===== src/inc/anpa_pkg.sv =====
package anpa_pkg;
    // AXI4-Lite byte addresses of the register words.
    localparam logic [7:0] ADDR_ADVERT = 8'h10;
    localparam logic [7:0] ADDR_PARTNER = 8'h14;
    localparam logic [7:0] ADDR_CTRL = 8'h00;
    localparam logic [7:0] ADDR_STAT = 8'h04;
    localparam logic [7:0] ADDR_IRQ_STAT = 8'h08;
    localparam logic [7:0] ADDR_IRQ_MASK = 8'h0C;
    localparam logic [7:0] ADDR_GIG_ADV = 8'h18;
    // Advertisement field layout.
    localparam int ADV_FD10_BIT = 6;
    localparam int ADV_HD10_BIT = 5;
    localparam logic [4:0] SEL_IEEE = 5'h01;
    localparam logic [1:0] ADV10_RESET = 2'h3;
    // Control register bits.
    localparam int CTL_SWRST_BIT = 0;
    localparam int CTL_RESTART_BIT = 1;
    localparam int CTL_AN_EN_BIT = 2;
    localparam int CTL_FORCE1000_BIT = 3;
    localparam int CTL_DUPLEX_BIT = 4;
    localparam int CTL_PWRDN_BIT = 5;
    localparam logic [5:0] CTL_RESET = 6'h04;
    // Interrupt events: bit 0 page received, bit 1 advertisement applied.
    localparam int EVT_PAGE_BIT = 0;
    localparam int EVT_APPLY_BIT = 1;
    localparam int EVT_W = 2;
    localparam logic [1:0] AXI_OKAY = 2'h0;
    localparam logic [1:0] AXI_SLVERR = 2'h2;
endpackage


===== src/inc/anpa_ev_if.sv =====
`timescale 1ns/10ps
// Apply events from the trigger detector to the register bank.
interface anpa_ev_if;
    logic apply;
    logic sw_reset;
    modport src (output apply, output sw_reset);
    modport dst (input apply, input sw_reset);
endinterface


===== src/rtl/anpa_regs.sv =====
`timescale 1ns/10ps
module anpa_regs
    import anpa_pkg::*;
#(
    parameter int ADDR_W = 8
) (
    // Clock and reset.
    input wire logic mclk_i,
    input wire logic rst_n_i,
    // AXI4-Lite write.
    input wire logic [ADDR_W-1:0] s_axi_awaddr,
    input wire logic s_axi_awvalid,
    output logic s_axi_awready,
    input wire logic [31:0] s_axi_wdata,
    input wire logic [3:0] s_axi_wstrb,
    input wire logic s_axi_wvalid,
    output logic s_axi_wready,
    output logic [1:0] s_axi_bresp,
    output logic s_axi_bvalid,
    input wire logic s_axi_bready,
    // AXI4-Lite read.
    input wire logic [ADDR_W-1:0] s_axi_araddr,
    input wire logic s_axi_arvalid,
    output logic s_axi_arready,
    output logic [31:0] s_axi_rdata,
    output logic [1:0] s_axi_rresp,
    output logic s_axi_rvalid,
    input wire logic s_axi_rready,
    // Link side.
    input wire logic link_up_i,
    input wire logic page_valid_i,
    input wire logic [15:0] page_word_i,
    // Negotiation outputs.
    output logic [1:0] adv10_o,
    output logic [4:0] adv_sel_o,
    output logic [1:0] adv_gig_o,
    output logic an_active_o,
    output logic irq_o
);
    typedef struct packed {
        logic aw_ok;
        logic [ADDR_W-1:0] aw_addr;
        logic w_ok;
        logic [31:0] w_data;
        logic [3:0] w_strb;
        logic bvalid;
        logic [1:0] bresp;
        logic rvalid;
        logic [31:0] rdata;
        logic [1:0] rresp;
        logic [5:0] ctrl;
        logic [1:0] adv10_pend;
        logic [1:0] adv10_live;
        logic [4:0] sel;
        logic [1:0] gig_adv;
        logic [15:0] partner;
        logic [EVT_W-1:0] irq_stat;
        logic [EVT_W-1:0] irq_mask;
        logic irq;
        logic [1:0] adv_out;
        logic [1:0] gig_out;
        logic an_act;
    } anpa_regs_type;
    anpa_regs_type st_reg, st_next;

    anpa_ev_if ev_bus();

    anpa_trigger u_trig (
        .mclk_i(mclk_i),
        .rst_n_i(rst_n_i),
        .sw_reset_i(st_reg.ctrl[CTL_SWRST_BIT]),
        .restart_i(st_reg.ctrl[CTL_RESTART_BIT]),
        .pwrdn_i(st_reg.ctrl[CTL_PWRDN_BIT]),
        .link_up_i(link_up_i),
        .ev(ev_bus.src)
    );

    function automatic logic [7:0] word_addr(input logic [ADDR_W-1:0] a);
        return {a[7:2], 2'h0};
    endfunction

    function automatic logic is_mapped(input logic [7:0] a);
        return a == ADDR_ADVERT || a == ADDR_PARTNER || a == ADDR_CTRL || a == ADDR_STAT
            || a == ADDR_IRQ_STAT || a == ADDR_IRQ_MASK || a == ADDR_GIG_ADV;
    endfunction

    logic forced_gig;
    logic do_write;
    logic do_read;
    logic [7:0] wa;
    logic [7:0] ra;
    logic [EVT_W-1:0] events;

    always_comb begin
        st_next = st_reg;
        wa = word_addr(st_reg.aw_addr);
        ra = word_addr(s_axi_araddr);
        do_write = st_reg.aw_ok && st_reg.w_ok && !st_reg.bvalid;
        do_read = s_axi_arvalid && !st_reg.rvalid;
        events = '0;
        // Self-clearing strobes last one cycle.
        st_next.ctrl[CTL_SWRST_BIT] = 1'b0;
        st_next.ctrl[CTL_RESTART_BIT] = 1'b0;

        if (s_axi_awvalid && !st_reg.aw_ok) begin
            st_next.aw_ok = 1'b1;
            st_next.aw_addr = s_axi_awaddr;
        end
        if (s_axi_wvalid && !st_reg.w_ok) begin
            st_next.w_ok = 1'b1;
            st_next.w_data = s_axi_wdata;
            st_next.w_strb = s_axi_wstrb;
        end

        if (do_write) begin
            st_next.aw_ok = 1'b0;
            st_next.w_ok = 1'b0;
            st_next.bvalid = 1'b1;
            st_next.bresp = is_mapped(wa) ? AXI_OKAY : AXI_SLVERR;
            if (st_reg.w_strb[0]) begin
                case (wa)
                    ADDR_CTRL: st_next.ctrl = st_reg.w_data[5:0];
                    ADDR_ADVERT: begin
                        st_next.adv10_pend = st_reg.w_data[ADV_FD10_BIT:ADV_HD10_BIT];
                        st_next.sel = st_reg.w_data[4:0];
                    end
                    ADDR_IRQ_MASK: st_next.irq_mask = st_reg.w_data[EVT_W-1:0];
                    ADDR_GIG_ADV: st_next.gig_adv = st_reg.w_data[1:0];
                    default: st_next.bresp = st_next.bresp;
                endcase
            end
        end
        if (st_reg.bvalid && s_axi_bready) begin
            st_next.bvalid = 1'b0;
        end

        if (do_read) begin
            st_next.rvalid = 1'b1;
            st_next.rresp = is_mapped(ra) ? AXI_OKAY : AXI_SLVERR;
            case (ra)
                ADDR_CTRL: st_next.rdata = {26'h0000000, st_reg.ctrl};
                ADDR_STAT: st_next.rdata = {27'h0000000, st_reg.adv10_pend != st_reg.adv10_live,
                    st_reg.an_act, st_reg.gig_out, link_up_i};
                ADDR_ADVERT: st_next.rdata = {25'h0000000, st_reg.adv10_live, st_reg.sel};
                ADDR_PARTNER: st_next.rdata = {16'h0000, st_reg.partner};
                ADDR_IRQ_STAT: st_next.rdata = {30'h00000000, st_reg.irq_stat};
                ADDR_IRQ_MASK: st_next.rdata = {30'h00000000, st_reg.irq_mask};
                ADDR_GIG_ADV: st_next.rdata = {30'h00000000, st_reg.gig_adv};
                default: st_next.rdata = 32'h00000000;
            endcase
        end
        if (st_reg.rvalid && s_axi_rready) begin
            st_next.rvalid = 1'b0;
        end

        if (ev_bus.apply) begin
            st_next.adv10_live = st_reg.adv10_pend;
            events[EVT_APPLY_BIT] = 1'b1;
        end

        if (page_valid_i) begin
            st_next.partner[15] = page_word_i[15];
            st_next.partner[14] = page_word_i[14];
            st_next.partner[13] = page_word_i[13];
            st_next.partner[12] = page_word_i[12];
            st_next.partner[11] = page_word_i[11];
            st_next.partner[10] = page_word_i[10];
            st_next.partner[9] = page_word_i[9];
            st_next.partner[8:7] = page_word_i[8:7];
            st_next.partner[6:5] = page_word_i[6:5];
            st_next.partner[4:0] = page_word_i[4:0];
            events[EVT_PAGE_BIT] = 1'b1;
        end
        if (ev_bus.sw_reset) begin
            st_next.partner = 16'h0000;
        end

        // Read clears status, but an event in the same cycle still sets it.
        if (do_read && ra == ADDR_IRQ_STAT) begin
            st_next.irq_stat = '0;
        end
        st_next.irq_stat = st_next.irq_stat | events;
        st_next.irq = |(st_next.irq_stat & st_next.irq_mask);

        forced_gig = !st_next.ctrl[CTL_AN_EN_BIT] && st_next.ctrl[CTL_FORCE1000_BIT];
        if (forced_gig) begin
            st_next.adv_out = 2'h0;
            st_next.gig_out = st_next.ctrl[CTL_DUPLEX_BIT] ? 2'h2 : 2'h1;
        end else begin
            st_next.adv_out = st_next.adv10_live;
            st_next.gig_out = st_next.gig_adv;
        end
        st_next.an_act = st_next.ctrl[CTL_AN_EN_BIT] || forced_gig;
    end

    always_ff @(posedge mclk_i or negedge rst_n_i) begin
        if (!rst_n_i) begin
            st_reg <= '0;
            st_reg.adv10_pend <= ADV10_RESET;
            st_reg.adv10_live <= ADV10_RESET;
            st_reg.adv_out <= ADV10_RESET;
            st_reg.sel <= SEL_IEEE;
            st_reg.ctrl <= CTL_RESET;
            st_reg.an_act <= 1'b1;
        end else begin
            st_reg <= st_next;
        end
    end

    assign s_axi_awready = !st_reg.aw_ok;
    assign s_axi_wready = !st_reg.w_ok;
    assign s_axi_bvalid = st_reg.bvalid;
    assign s_axi_bresp = st_reg.bresp;
    assign s_axi_arready = !st_reg.rvalid;
    assign s_axi_rvalid = st_reg.rvalid;
    assign s_axi_rdata = st_reg.rdata;
    assign s_axi_rresp = st_reg.rresp;
    assign adv10_o = st_reg.adv_out;
    assign adv_sel_o = st_reg.sel;
    assign adv_gig_o = st_reg.gig_out;
    assign an_active_o = st_reg.an_act;
    assign irq_o = st_reg.irq;

    a_pending_held: assert property (@(posedge mclk_i) disable iff (!rst_n_i)
        !ev_bus.apply |=> st_reg.adv10_live == $past(st_reg.adv10_live))
        else $error("Advertisement changed without a trigger.");
    a_apply_takes: assert property (@(posedge mclk_i) disable iff (!rst_n_i)
        ev_bus.apply |=> st_reg.adv10_live == $past(st_reg.adv10_pend))
        else $error("Pending advertisement not applied.");
    a_forced_gig: assert property (@(posedge mclk_i) disable iff (!rst_n_i)
        (!st_reg.ctrl[CTL_AN_EN_BIT] && st_reg.ctrl[CTL_FORCE1000_BIT])
        |-> adv10_o == 2'h0 && adv_gig_o == (st_reg.ctrl[CTL_DUPLEX_BIT] ? 2'h2 : 2'h1))
        else $error("Forced gigabit advertisement wrong.");
    a_sel_keep: assert property (@(posedge mclk_i) disable iff (!rst_n_i)
        ev_bus.sw_reset && !do_write |=> adv_sel_o == $past(adv_sel_o))
        else $error("Selector lost on software reset.");
    a_page_load: assert property (@(posedge mclk_i) disable iff (!rst_n_i)
        page_valid_i && !ev_bus.sw_reset |=> st_reg.partner == $past(page_word_i))
        else $error("Partner register not loaded from page.");
    a_partner_clr: assert property (@(posedge mclk_i) disable iff (!rst_n_i)
        ev_bus.sw_reset |=> st_reg.partner == 16'h0000)
        else $error("Partner register not cleared.");
    a_an_active: assert property (@(posedge mclk_i) disable iff (!rst_n_i)
        st_reg.ctrl[CTL_FORCE1000_BIT] |-> an_active_o)
        else $error("Gigabit forced without negotiation.");
    // A mask write in the same cycle may legally withdraw the page event, so it is left out.
    a_irq_page: assert property (@(posedge mclk_i) disable iff (!rst_n_i)
        page_valid_i && st_reg.irq_mask[EVT_PAGE_BIT] && !do_write |=> irq_o)
        else $error("Received page did not raise the interrupt.");
    a_adv_reset: assert property (@(posedge mclk_i) disable iff (!rst_n_i)
        $rose(rst_n_i) |-> adv10_o == ADV10_RESET && st_reg.adv10_pend == ADV10_RESET)
        else $error("Advertisement not both modes after reset.");
    c_apply: cover property (@(posedge mclk_i) disable iff (!rst_n_i) ev_bus.apply);
    c_page: cover property (@(posedge mclk_i) disable iff (!rst_n_i) page_valid_i ##2 s_axi_rvalid);
    c_forced: cover property (@(posedge mclk_i) disable iff (!rst_n_i) st_reg.gig_out == 2'h2);
endmodule // anpa_regs


===== src/rtl/anpa_trigger.sv =====
`timescale 1ns/10ps
module anpa_trigger
    import anpa_pkg::*;
(
    // Clock and reset.
    input wire logic mclk_i,
    input wire logic rst_n_i,
    // Raw conditions.
    input wire logic sw_reset_i,
    input wire logic restart_i,
    input wire logic pwrdn_i,
    input wire logic link_up_i,
    // Event output.
    anpa_ev_if.src ev
);
    typedef struct packed {
        logic pwrdn;
        logic link;
    } anpa_trig_type;
    anpa_trig_type st_reg, st_next;

    always_comb begin
        st_next.pwrdn = pwrdn_i;
        st_next.link = link_up_i;
    end

    always_ff @(posedge mclk_i or negedge rst_n_i) begin
        if (!rst_n_i) begin
            st_reg <= '0;
        end else begin
            st_reg <= st_next;
        end
    end

    assign ev.apply = sw_reset_i | restart_i | (st_reg.pwrdn & ~pwrdn_i) | (st_reg.link & ~link_up_i);
    assign ev.sw_reset = sw_reset_i;
endmodule // anpa_trigger


===== config.mk =====
export PLATFORM = sky130hd
export DESIGN_NAME = anpa_regs
export DESIGN_NICKNAME = d
export VERILOG_FILES = /design/src/inc/anpa_pkg.sv /design/src/inc/anpa_ev_if.sv /design/src/rtl/anpa_regs.sv /design/src/rtl/anpa_trigger.sv
export SDC_FILE = /design/constraint.sdc
export NUM_CORES = 1
export LEC_CHECK = 0
export BUFFER_PORTS_ARGS = -buffer_cell sky130_fd_sc_hd__buf_2
export CAP_MARGIN = 20
export CORE_ASPECT_RATIO = 0.8
export CORE_MARGIN = 1.5
export CORE_UTILIZATION = 54
export CTS_CLUSTER_DIAMETER = 100
export DETAILED_ROUTE_END_ITERATION = 12
export PLACE_DENSITY = 0.85
export SLEW_MARGIN = 40
export SYNTH_ARGS = -nofsm -noshare
export SYNTH_HDL_FRONTEND = slang
export SYNTH_HIERARCHICAL = 1
export SYNTH_SLANG_ARGS = --single-unit

===== constraint.sdc =====
create_clock -name mclk_i -period 4.87 [get_ports mclk_i]
set_clock_uncertainty 0.1 [all_clocks]
set_input_delay 0.487 -clock mclk_i [delete_from_list [all_inputs] [get_ports mclk_i]]
set_output_delay 0.487 -clock mclk_i [all_outputs]
set_load 0.005 [all_outputs]

==> run summary, run 1 <==
STA
------------------------------------------------------------------------------------
Fin. Hold Viols .......................................................            0
RSZ-0062 raised after global routing ..................................        false
Sum of negative setup slack ...........................................         0 ps
Fin crit share ........................................................        48.7%
Worst Max-Slew Pin Slew ...............................................       809 ps
Min Tclk post-route ...................................................      2370 ps
Highest attainable clock frequency ....................................    0.422 GHz
Number of max-slew violations in the final report .....................            0
Worst max-slew margin expressed relative to the limit .................        46.1%
Number of failing setup endpoints in the final timing report ..........            0
Final-layout worst hold slack .........................................      55.8 ps

FINAL LAYOUT
------------------------------------------------------------------------------------
Max FFs per register ..................................................           48
Fraction of layout instances using a drive strength above 1 ...........        40.3%
Commonest non-fill, non-tap cell in the layout ........................        buf_2
Area growth from synthesis to final layout ............................        11.0%
Most used cells in the layout excluding fill and tap cells ............ buf_2 (77), dfrtp_1 (72), mux2_2 (31), mux2i_1 (23), nor2_1 (21)
Number of antenna cells inserted ......................................            0
Final standard cell utilization of the core ...........................        61.6%
Final-stage net count .................................................          434
Layout filler cell count ..............................................          568

CTS
------------------------------------------------------------------------------------
CTS HTree Levels ......................................................            3
Clk sink count ........................................................           81
TritonCTS Buffers .....................................................            9
Number of instances resized during post-cts repair ....................            0
Post-CTS Hold Buffers .................................................            0
Number of setup buffers added after CTS ...............................            0
Clock tree from TritonCTS .............................................        built
Root Buffer ...........................................................     clkbuf_8
Buffers from clock root to sink, at most ..............................            2
Clock insertion delay at the later pin of the skew report .............       350 ps
CTS clk-pin slew, worst paths .........................................        80 ps

PLACED DESIGN
------------------------------------------------------------------------------------
Global placement routability congestion ...............................        0.742
Port bufs .............................................................           78
HPWL reported at the end of detailed placement ........................ 5030 microns

SYNTH
------------------------------------------------------------------------------------
Total standard cell area after synthesis ..............................   3810 sq um
Mean Syn Cell Area ....................................................   12.2 sq um
Proportion of synthesized flip-flops having asynchronous set or reset .         100%
Post-synth cell types .................................................           40
Number of enable flip-flop cells after synthesis ......................            0
Synth warnings ........................................................            6
Primary flip-flop cell chosen by synthesis mapping ....................      dfrtp_1
Fraction of the yosys area taken by sequential cells ..................        53.6%
Area fraction of the dominant cell type after synthesis ...............        47.3%
Count of mapped cells out of synthesis ................................          311
Flip-flop and latch count after synthesis .............................           81
Top cell type by total area after synthesis ...........................      dfrtp_1
Cells taking the most area after synthesis ............................ dfrtp_1 (47%), mux2_2 (9.2%), buf_4 (9.1%)

GRT
------------------------------------------------------------------------------------
Initial antenna violation count .......................................            0
Largest net degree at the start of global routing .....................           82
Wire length of the first global-routing pass .......................... 11600 microns
Overall track demand over capacity in global routing ..................        19.7%
Via count of the first global-routing pass ............................         2326
Remaining global-route overflow .......................................            0

POWER
------------------------------------------------------------------------------------
Power per cell area ...................................................  502 nW/um^2
Maximum ir drop on the vdd rail .......................................     0.310 mV
P_leak ................................................................      2.13 nW

DETAILED ROUTING
------------------------------------------------------------------------------------
Vias after detailed routing ...........................................         2400
Drc violations ........................................................            0
DR iter-0 viols .......................................................          151
Per-cell via count in the routed design ...............................         5.35
DR WL/cell ............................................................ 15.9 microns
Number of optimization iterations in the first detailed-route pass ....            4
DRT antenna net count .................................................            0
Final WL .............................................................. 7140 microns

WORST SETUP PATH
------------------------------------------------------------------------------------
Worst endpoint data arrival time ......................................      2560 ps
Kind of start point of the critical path ..............................     register
Max FO, Critical Path .................................................           18
Worst Setup Path Type ................................................. register to register
Type of element capturing the critical path ...........................     register
WP data required ......................................................      5060 ps

JOB
------------------------------------------------------------------------------------
Maximum capacitance violations ........................................            0

DIE
------------------------------------------------------------------------------------
Number of primary I/O pins ............................................          129
Overall die area ......................................................   7560 sq um
Vertical extent of the die ............................................ 78.1 microns
Cell Rows .............................................................           27
Core Area .............................................................   6860 sq um
Horizontal die dimension .............................................. 96.9 microns
Effective utilization at floorplan ....................................        55.5%

HOLD PATH
------------------------------------------------------------------------------------
Min-delay worst type .................................................. primary input to async pin

OUTCOME
------------------------------------------------------------------------------------
Outcome ............................................................... finished clean

[where the power goes]
| part | leakage, nW | total [mW] | switching, mW | internal [mW] |
|---|---|---|---|---|
| registers | 0.998 | 1.04 | 0.165 | 0.875 |
| logic | 1.01 | 0.481 | 0.215 | 0.266 |
| clock network | 0.119 | 0.600 | 0.244 | 0.356 |
| total | 2.13 | 2.12 | 0.624 | 1.50 |
[synthesized netlist by cell type, types with 2 or more instances]
master,number
nand3_1,2
dfrtp_1,72
and2_1,2
o21a_1,2
o21ai_0,6
nor3_1,5
nand2_1,16
nand2b_1,3
buf_4,46
and3_1,2
mux4_2,3
a21o_1,3
dfstp_2,9
nor2b_1,5
xor2_1,2
mux2_2,31
buf_1,2
clkbuf_1,10
mux2i_1,23
inv_1,7
buf_2,2
nor4b_1,2
nand3b_1,3
o221ai_1,2
nor2_1,21
a21oi_1,2
nor4_4,2
a22o_1,14
[routing by layer]
layer  vias up  part of all wire [%]  global-route usage, %
met1      1203                    45                   26.9
met5         -                     0                      0
met3         6                   6.2                   6.68
met4         0                  0.88                   5.22
li1       1109                     -                      -
met2        82                    48                   30.3
[area by class of cell]
class / instances / area, sq um / area share (%)
sequential: 81 / 2040 / 48.2
inverter: 7 / 26.3 / 0.622
multi-input combinational: 180 / 1410 / 33.2
clock inverter: 6 / 114 / 2.69
tap: 87 / 109 / 2.58
timing repair buffer: 78 / 397 / 9.38
clock buffer: 10 / 138 / 3.26
[kinds of logic (layout without fill, tap and decap cells)]
| family | after synthesis | count (layout) | share of synthesized area (%) |
|---|---|---|---|
| and+or+nand+nor | 70 | 70 | 10.7 |
| DFF | 81 | 81 | 53.6 |
| AOI/OAI and AO/OA | 32 | 32 | 6.54 |
| buffers and inverters | 67 | 101 | 11.2 |
| other | 1 | 18 | 0.0985 |
| muxes | 58 | 58 | 17.4 |
| xor gates and xnor gates | 2 | 2 | 0.460 |
[worst max-delay path, stage by stage (launching register included)]
cell and delay (ps):
dfrtp_1 410, nand2b_1 520, nor3b_2 620, and3_1 480, a22o_1 190
[metrics by stage]
step / instances / instance area, sq um / total power, mW / setup WS (ps)
after detailed placement: 433 / 3980 / 1.53 / 2420
final: 449 / 4230 / 2.12 / 2500
after CTS: 449 / 4230 / 2.14 / 2490
after global placement: 433 / 3970 / 1.50 / 2480
after floorplan: 328 / 3870 / 1.41 / 2840
after global routing: 449 / 4230 / 2.24 / 2340
[final timing paths]
path / from / endpoint / slack, ps / cells past startpoint
setup / recovery: s_axi_rvalid$_DFFE_PN0P_ / s_axi_rdata[13]$_DFFE_PN0N_ / 2500 / 4
hold / removal: rst_n_i / st_reg[124]$_DFFE_PN0P_ / 60 / 1
setup reg to reg: s_axi_rvalid$_DFFE_PN0P_ / s_axi_rdata[13]$_DFFE_PN0N_ / 2500 / 4
hold reg to reg: st_reg[42]$_DFFE_PN0P_ / u_trig/st_reg[1]$_DFF_PN0_ / 360 / 0
max in group asynchronous: rst_n_i / st_reg[13]$_DFFE_PN0P_ / 4110 / 1
min in group mclk_i: link_up_i / u_trig/st_reg[0]$_DFF_PN0_ / 190 / 1
Power figures use the tool's default switching activity.
==> inputs of run 2 (changes only) <==
CORE_UTILIZATION = 45   (was 54)
PLACE_DENSITY = 0.76   (was 0.85)
clock period = 2 ns   (was 4.87 ns; I/O delays follow)
==> run 2 against run 1 <==
The run now ends with setup timing left. Non-clock buffer count up 47. Via count up 6.0%. Maximum frequency up 18%. Total power up 140%. Largest power group unchanged. Highest routed layer unchanged.
==> run summary, run 2 (synthesized netlist as in run 1, its figures left out) <==
STA
----------------------------------------------------------------------------------------
Highest attainable clock frequency ........................................    0.499 GHz   +18%
Fin. Hold Viols ...........................................................            0   unchanged
Worst path setup slack after routing ......................................     -2.68 ps   -2500 ps
Fin crit share ............................................................         100%   +51 points
Worst Max-Slew Pin Slew ...................................................       544 ps   -265 ps
Min Tclk post-route .......................................................      2000 ps   -369 ps
Number of failing setup endpoints in the final timing report ..............            2   +2
Worst max-slew margin expressed relative to the limit .....................        63.7%   +18 points
RSZ-0062 raised after global routing ......................................         true
Number of max-slew violations in the final report .........................            0   unchanged

WORST SETUP PATH
----------------------------------------------------------------------------------------
Logic depth of the worst setup path including buffers .....................            4   unchanged
Slowest stage delay, CP ...................................................       590 ps   -30 ps
Max FO, Critical Path .....................................................            3   -15
Type of element capturing the critical path ...............................     register
Worst Setup SP ............................................................ st_reg[125]$_DFFE_PN0P_
Worst Setup Path Type ..................................................... register to register
Crit Reg-Reg Endpoint ..................................................... adv_gig_o[1]$_DFF_PN0_
Category of cells accounting for the largest share of critical-path delay . simple AND/OR/NAND/NOR gates
Worst endpoint data arrival time ..........................................      2130 ps   -430 ps
Minimum setup slack among reg-to-reg paths ................................        -3 ps   -2500 ps
WP buf/inv ................................................................            0   unchanged
Logic depth of the worst register-to-register path ........................            4   unchanged
Reg-to-reg startpoint ..................................................... st_reg[125]$_DFFE_PN0P_
Slowest stage cell, crit path .............................................       or4b_4
Critical path cell sequence ............................................... or4b_4 > nor4_4 > mux2_4 > mux2_2
WP data required ..........................................................      2130 ps   -2930 ps
Kind of start point of the critical path ..................................     register
CP endpoint ............................................................... adv_gig_o[1]$_DFF_PN0_

CTS
----------------------------------------------------------------------------------------
CTS clk-pin slew, worst paths .............................................        80 ps   about the same
Clk sink count ............................................................           81   unchanged
TritonCTS Buffers .........................................................            9   unchanged
Root Buffer ...............................................................     clkbuf_8
CTS HTree Levels ..........................................................            3   unchanged
Clock tree from TritonCTS .................................................        built
Buffers from clock root to sink, at most ..................................            2   unchanged
Clock insertion delay at the later pin of the skew report .................       340 ps   about the same

POWER
----------------------------------------------------------------------------------------
Register share of total power .............................................        49.1%   about the same
Clock Power Share .........................................................        23.3%   -5.0 points
Switching share of power ..................................................        30.2%   +0.82 points
Maximum ir drop on the vdd rail ...........................................     0.510 mV   +64%
Sw power ..................................................................      1.55 mW   +150%
Cell Int Power ............................................................      3.57 mW   +140%
Power per cell area ....................................................... 1100 nW/um^2   +120%
Share of power burned in combinational logic ..............................        27.6%   +4.9 points
P_leak ....................................................................      2.33 nW   +9.6%

FINAL LAYOUT
----------------------------------------------------------------------------------------
Commonest non-fill, non-tap cell in the layout ............................        buf_2
Number of antenna cells inserted ..........................................            0   unchanged
Max FFs per register ......................................................           48   unchanged
Area growth from synthesis to final layout ................................        22.3%
Layout filler cell count ..................................................          698   +23%
Final standard cell utilization of the core ...............................        57.8%   -3.8 points
Final cell count without fillers ..........................................          516   +15%
Fraction of layout instances using a drive strength above 1 ...............        39.5%   -0.87 points
Most used cells in the layout excluding fill and tap cells ................ buf_2 (77), dfrtp_1 (72), dlygate4sd3_1 (30), mux2_2 (28), mux2i_1 (22)
Final-stage net count .....................................................          481   +11%
Final Cell Area ...........................................................   4650 sq um   +10%

DETAILED ROUTING
----------------------------------------------------------------------------------------
Vias after detailed routing ...............................................         2543   +6.0%
DR iter-0 viols ...........................................................           57   -62%
Routed met1 length ........................................................ 3670 microns   +14%
DRT antenna net count .....................................................            0   unchanged
Final WL .................................................................. 7910 microns   +11%
Number of optimization iterations in the first detailed-route pass ........            4   unchanged
Per-cell via count in the routed design ...................................         4.93   -7.8%
Highest metal layer used by the detailed router ...........................         met4
Drc violations ............................................................            0   unchanged
Routed length on met2 ..................................................... 3720 microns   +8.6%
DR WL/cell ................................................................ 15.3 microns   -3.6%
Met3 Wirelength ...........................................................  402 microns   -9.5%

DIE
----------------------------------------------------------------------------------------
Core Area .................................................................   8060 sq um   +17%
Overall die area ..........................................................   9020 sq um   +19%
Cell Rows .................................................................           29   +7.4%
Number of primary I/O pins ................................................          129   unchanged
Effective utilization at floorplan ........................................        47.3%   -8.3 points
Vertical extent of the die ................................................ 85.3 microns   +9.2%
Horizontal die dimension ..................................................  106 microns   +9.2%

GRT
----------------------------------------------------------------------------------------
Via count of the first global-routing pass ................................         2660   +14%
Remaining global-route overflow ...........................................            0   unchanged
Overall track demand over capacity in global routing ......................        18.8%   -0.87 points
Initial antenna violation count ...........................................            0   unchanged
Wire length of the first global-routing pass .............................. 13000 microns   +12%
Largest net degree at the start of global routing .........................           37   -55%

JOB
----------------------------------------------------------------------------------------
Maximum capacitance violations ............................................            0   unchanged

PLACED DESIGN
----------------------------------------------------------------------------------------
Global placement routability congestion ...................................        0.761   +2.5%
Port bufs .................................................................           78   unchanged
Placed cell areas .........................................................   4130 sq um   +3.8%
# placed instances ........................................................          471   +8.8%
HPWL reported at the end of detailed placement ............................ 5520 microns   +9.8%

HOLD PATH
----------------------------------------------------------------------------------------
Min-delay worst type ...................................................... primary input to register

OUTCOME
----------------------------------------------------------------------------------------
Violations in the final reports ........................................... setup timing
Outcome ................................................................... finished, violations left

-- run 2: cell types whose count changed in the layout (fill, tap and decap cells not counted), sizes merged --
cell,change
dlygate4sd3,+30
buf,+17
clkbuf,+3
bufinv,-2
clkinvlp,-1
inv,-1
-- run 2: worst register-to-register path: stages, from the launching register on --
cell     delay [ps]
dfrtp_1         380
or4b_4          590
nor4_4          210
mux2_4          340
mux2_2          260
-- run 2: final cells by class --
class	count	area (sq um)	share of cell area, %
sequential	81	2040	43.8
multi-input combinational	180	1430	30.8
timing repair buffer	125	825	17.7
clock buffer	13	159	3.41
tap	108	135	2.90
clock inverter	2	37.5	0.806
inverter	7	26.3	0.565
-- run 2: stage by stage --
stage          power (mW)  setup slack [ps]  hold WS (ps)  TNS, ps
5_1_grt              5.43             -42.7          17.8     -157
4_1_cts              5.14             -7.90          1.06    -9.01
2_1_floorplan        3.43              20.6          -196        0
3_3_place_gp         3.79             -23.4          72.0    -23.4
6_report             5.12             -2.68          17.4    -5.09
3_5_place_dp         3.86             -61.6          76.5     -351
-- run 2: metal layers --
metal	track usage [%]	vias up
li1	-	1201
met1	24.4	1248
met2	30.9	83
met3	5.30	11
met4	5.53	0
met5	0	-
-- run 2: worst min path at each step --
stage	slack, ps	cells after the start	startpoint	end
after global routing	20	3	page_word_i[4]	st_reg[14]$_DFFE_PN0P_
after floorplan	-200	0	rst_n_i	adv_gig_o[0]$_DFF_PN0_
final	20	3	page_word_i[4]	st_reg[14]$_DFFE_PN0P_
after global placement	70	1	rst_n_i	adv_sel_o[4]$_DFFE_PN0P_
after CTS	1	3	page_word_i[3]	st_reg[13]$_DFFE_PN0P_
after detailed placement	80	1	rst_n_i	adv_sel_o[2]$_DFFE_PN0P_
-- run 2: power by group through the flow --
| stage | Clock, mW | Combinational, mW | Sequential, mW |
|---|---|---|---|
| finish | 1.19 | 1.41 | 2.52 |
| global route | 1.30 | 1.55 | 2.58 |
| detailed placement | 0 | 1.33 | 2.53 |
| CTS | 1.23 | 1.40 | 2.51 |
| floorplan | 0 | 1.00 | 2.43 |
| global placement | 0 | 1.29 | 2.50 |
-- run 2: timing repair --
action	CTS	global route
setup buffers	0	0
resized for setup	2	5
setup endpoints to repair	9	9
hold buffers	30	0
cloned	0	0
pin swaps	2	0
endpoints found under the hold margin	53	0
==> inputs of run 3 (changes only) <==
CORE_UTILIZATION = 47   (was 45)
CTS_BUF_LIST = sky130_fd_sc_hd__clkbuf_4 sky130_fd_sc_hd__clkbuf_8   (was unset)
HOLD_SLACK_MARGIN = 0.1   (was unset)
PLACE_DENSITY = 0.78   (was 0.76)
SKIP_LAST_GASP = 1   (was unset)
==> run 3 against run 2 <==
The flow still finishes with violations (setup timing). Sequential share of layout area is 0.21 points lower. Total power is 3.4% lower. Setup slack got worse by 32 ps. Clock power is 9% lower. Wire length shrank 2.0%. Critical path depth did not move. Clock-buffer cell count down 4. Worst hold slack better by 150 ps. First-iteration DRC count rose to 2.9 times the previous value. Largest cell class unchanged. Highest routed layer unchanged.
==> run summary, run 3 (synthesized netlist as in run 1, its figures left out) <==
OUTCOME
---------------------------------------------------------------------------------
Violations in the final reports .................................... setup timing
Outcome ............................................................ finished, violations left

WORST SETUP PATH
---------------------------------------------------------------------------------
Max FO, Critical Path ..............................................            4   +1
Worst Setup SP ..................................................... st_reg[123]$_DFFE_PN0P_
Worst Setup Path Type .............................................. register to register
Slowest stage delay, CP ............................................       600 ps   about the same
Kind of start point of the critical path ...........................     register
Slowest stage cell, crit path ......................................       or4b_4
Reg-to-reg startpoint .............................................. st_reg[123]$_DFFE_PN0P_
Type of element capturing the critical path ........................     register
Crit Reg-Reg Endpoint .............................................. adv_gig_o[1]$_DFF_PN0_
Minimum setup slack among reg-to-reg paths .........................       -30 ps   -30 ps
Worst endpoint data arrival time ...................................      2160 ps   +30 ps
WP data required ...................................................      2130 ps   about the same
Logic depth of the worst register-to-register path .................            4   unchanged
Critical path cell sequence ........................................ or4b_4 > nor4_4 > mux2_4 > mux2_2

CTS
---------------------------------------------------------------------------------
Buffers from clock root to sink, at most ...........................            2   unchanged
Clk sink count .....................................................           81   unchanged
Clock tree from TritonCTS ..........................................        built
Root Buffer ........................................................     clkbuf_8
Clock insertion delay at the later pin of the skew report ..........       350 ps   about the same
CTS clk-pin slew, worst paths ......................................        90 ps   about the same
CTS HTree Levels ...................................................            3   unchanged
TritonCTS Buffers ..................................................            9   unchanged
Number of setup buffers added after CTS ............................            0   unchanged

DETAILED ROUTING
---------------------------------------------------------------------------------
Vias after detailed routing ........................................         2547   +0.16%
Met3 Wirelength ....................................................  362 microns   -10%
Routed met1 length ................................................. 3540 microns   -3.4%
Per-cell via count in the routed design ............................         4.88   -0.99%
DR WL/cell ......................................................... 14.8 microns   -3.1%
Routed length on met2 .............................................. 3750 microns   +0.62%
Number of optimization iterations in the first detailed-route pass .            4   unchanged
DR iter-0 viols ....................................................          163   +190%
Final WL ........................................................... 7750 microns   -2.0%
DRT antenna net count ..............................................            0   unchanged
Drc violations .....................................................            0   unchanged
Highest metal layer used by the detailed router ....................         met4

STA
---------------------------------------------------------------------------------
Worst max-slew margin expressed relative to the limit ..............        64.0%   +0.29 points
Highest attainable clock frequency .................................    0.491 GHz   -1.6%
Worst Max-Slew Pin Slew ............................................       540 ps   -4.41 ps
Min Tclk post-route ................................................      2030 ps   +31.9 ps
Fin crit share .....................................................         102%   +1.6 points
Fin. Hold Viols ....................................................            0   unchanged
Number of max-slew violations in the final report ..................            0   unchanged
Worst path setup slack after routing ...............................     -34.6 ps   -31.9 ps
Final-layout worst hold slack ......................................       167 ps   +150 ps
RSZ-0062 raised after global routing ...............................         true
Number of failing setup endpoints in the final timing report .......            1   -1

PLACED DESIGN
---------------------------------------------------------------------------------
HPWL reported at the end of detailed placement ..................... 5320 microns   -3.6%
Global placement routability congestion ............................        0.802   +5.5%
Worst-case setup slack after placement .............................     -54.3 ps   +7.29 ps
Port bufs ..........................................................           78   unchanged

GRT
---------------------------------------------------------------------------------
Remaining global-route overflow ....................................            0   unchanged
Overall track demand over capacity in global routing ...............        19.0%   +0.20 points
Largest net degree at the start of global routing ..................           37   unchanged
Wire length of the first global-routing pass ....................... 12800 microns   -1.8%
Via count of the first global-routing pass .........................         2615   -1.7%
Initial antenna violation count ....................................            0   unchanged

POWER
---------------------------------------------------------------------------------
Sw power ...........................................................      1.58 mW   +2.3%
Share of power burned in combinational logic .......................        27.0%   -0.6 points
Cell Int Power .....................................................      3.36 mW   -5.9%
Clock Power Share ..................................................        21.8%   -1.5 points
Register share of total power ......................................        51.2%   +2.1 points
Power per cell area ................................................ 1060 nW/um^2   -3.9%
Maximum ir drop on the vdd rail ....................................     0.645 mV   +27%
Final Power ........................................................      4.95 mW   -3.4%
P_leak .............................................................      2.32 nW   -0.47%
Switching share of power ...........................................        32.0%   +1.8 points

DIE
---------------------------------------------------------------------------------
Vertical extent of the die ......................................... 83.5 microns   -2.1%
Horizontal die dimension ...........................................  104 microns   -2.1%
Effective utilization at floorplan .................................        48.3%   +1.1 points
Number of primary I/O pins .........................................          129   unchanged
Overall die area ...................................................   8650 sq um   -4.1%
Core Area ..........................................................   7870 sq um   -2.3%
Cell Rows ..........................................................           29   unchanged

HOLD PATH
---------------------------------------------------------------------------------
Min-Delay Path Depth ...............................................            4   +1
Min-delay worst type ............................................... primary input to register
Worst hold path endpoint ........................................... s_axi_rresp[1]$_DFFE_PN0N_
Hold path startpoint ............................................... s_axi_arvalid

FINAL LAYOUT
---------------------------------------------------------------------------------
Commonest non-fill, non-tap cell in the layout .....................        buf_2
Most used cells in the layout excluding fill and tap cells ......... buf_2 (77), dfrtp_1 (72), dlygate4sd3_1 (38), mux2_2 (31), mux2i_1 (22)
Final-stage net count ..............................................          486   +1.0%
Max FFs per register ...............................................           48   unchanged
Fraction of layout instances using a drive strength above 1 ........        38.9%   -0.57 points
Area growth from synthesis to final layout .........................        22.9%
Number of antenna cells inserted ...................................            0   unchanged
Final standard cell utilization of the core ........................        59.4%   +1.6 points

JOB
---------------------------------------------------------------------------------
Maximum capacitance violations .....................................            0   unchanged

-- run 3: cell count changes in the layout (fill, tap and decap cells not counted), moves of 2 or more --
cell and change:
dlygate4sd3_1 +8, buf_4 -3, mux2_2 +3, mux2_4 -3, clkbuf_1 -2, clkbuf_8 -2
clkinvlp_4 +2, inv_6 +2
-- run 3: power by group through the flow --
stage	combinational, mW	sequential [mW]	clock [mW]
after global routing	1.47	2.61	1.18
after floorplan	1.00	2.43	0
final	1.34	2.53	1.08
after global placement	1.23	2.53	0
after CTS	1.34	2.52	1.11
after detailed placement	1.28	2.55	0
-- run 3: area by class of cell --
cell class,count,area [sq um]
fill,628,3200
clock inverter,7,53.8
timing repair buffer,130,891
tap,108,135
clock buffer,9,124
inverter,7,26.3
sequential,81,2040
multi-input combinational,180,1410
-- run 3: what timing repair did --
action                                  CTS  global route
gates resized for setup                   0             1
endpoints found under the setup margin    2             3
pin swaps                                 1             0
endpoints found under the hold margin   111             0
hold buffers                             38             0
-- run 3: metrics by stage --
stage / std cells / cell area (sq um) / TNS [ps]
global route: 522 / 4680 / -111
detailed placement: 468 / 4120 / -69.4
finish: 522 / 4680 / -34.6
CTS: 522 / 4670 / -34.5
floorplan: 328 / 3870 / 0
global placement: 468 / 4120 / -29.0
-- run 3: per-layer routing --
layer	track usage, %	vias up
met2	30.9	80
li1	-	1218
met3	4.29	8
met5	0	-
met4	6.94	0
met1	25.2	1241
-- run 3: how the worst max path moves through the flow --
stage	endpoint	slack (ps)	cells past startpoint
final	adv_gig_o[1]$_DFF_PN0_	-30	4
after global placement	irq_o$_DFF_PN0_	-30	4
after global routing	adv_gig_o[1]$_DFF_PN0_	-70	4
after detailed placement	irq_o$_DFF_PN0_	-50	4
after floorplan	irq_o$_DFF_PN0_	20	4
after CTS	adv_gig_o[1]$_DFF_PN0_	-30	4
-- run 3: critical path: cells and delay by family (launching register included) --
family / cells / cell delay, ps
and+or+nand+nor: 2 / 830
muxes: 2 / 610
DFF: 1 / 390
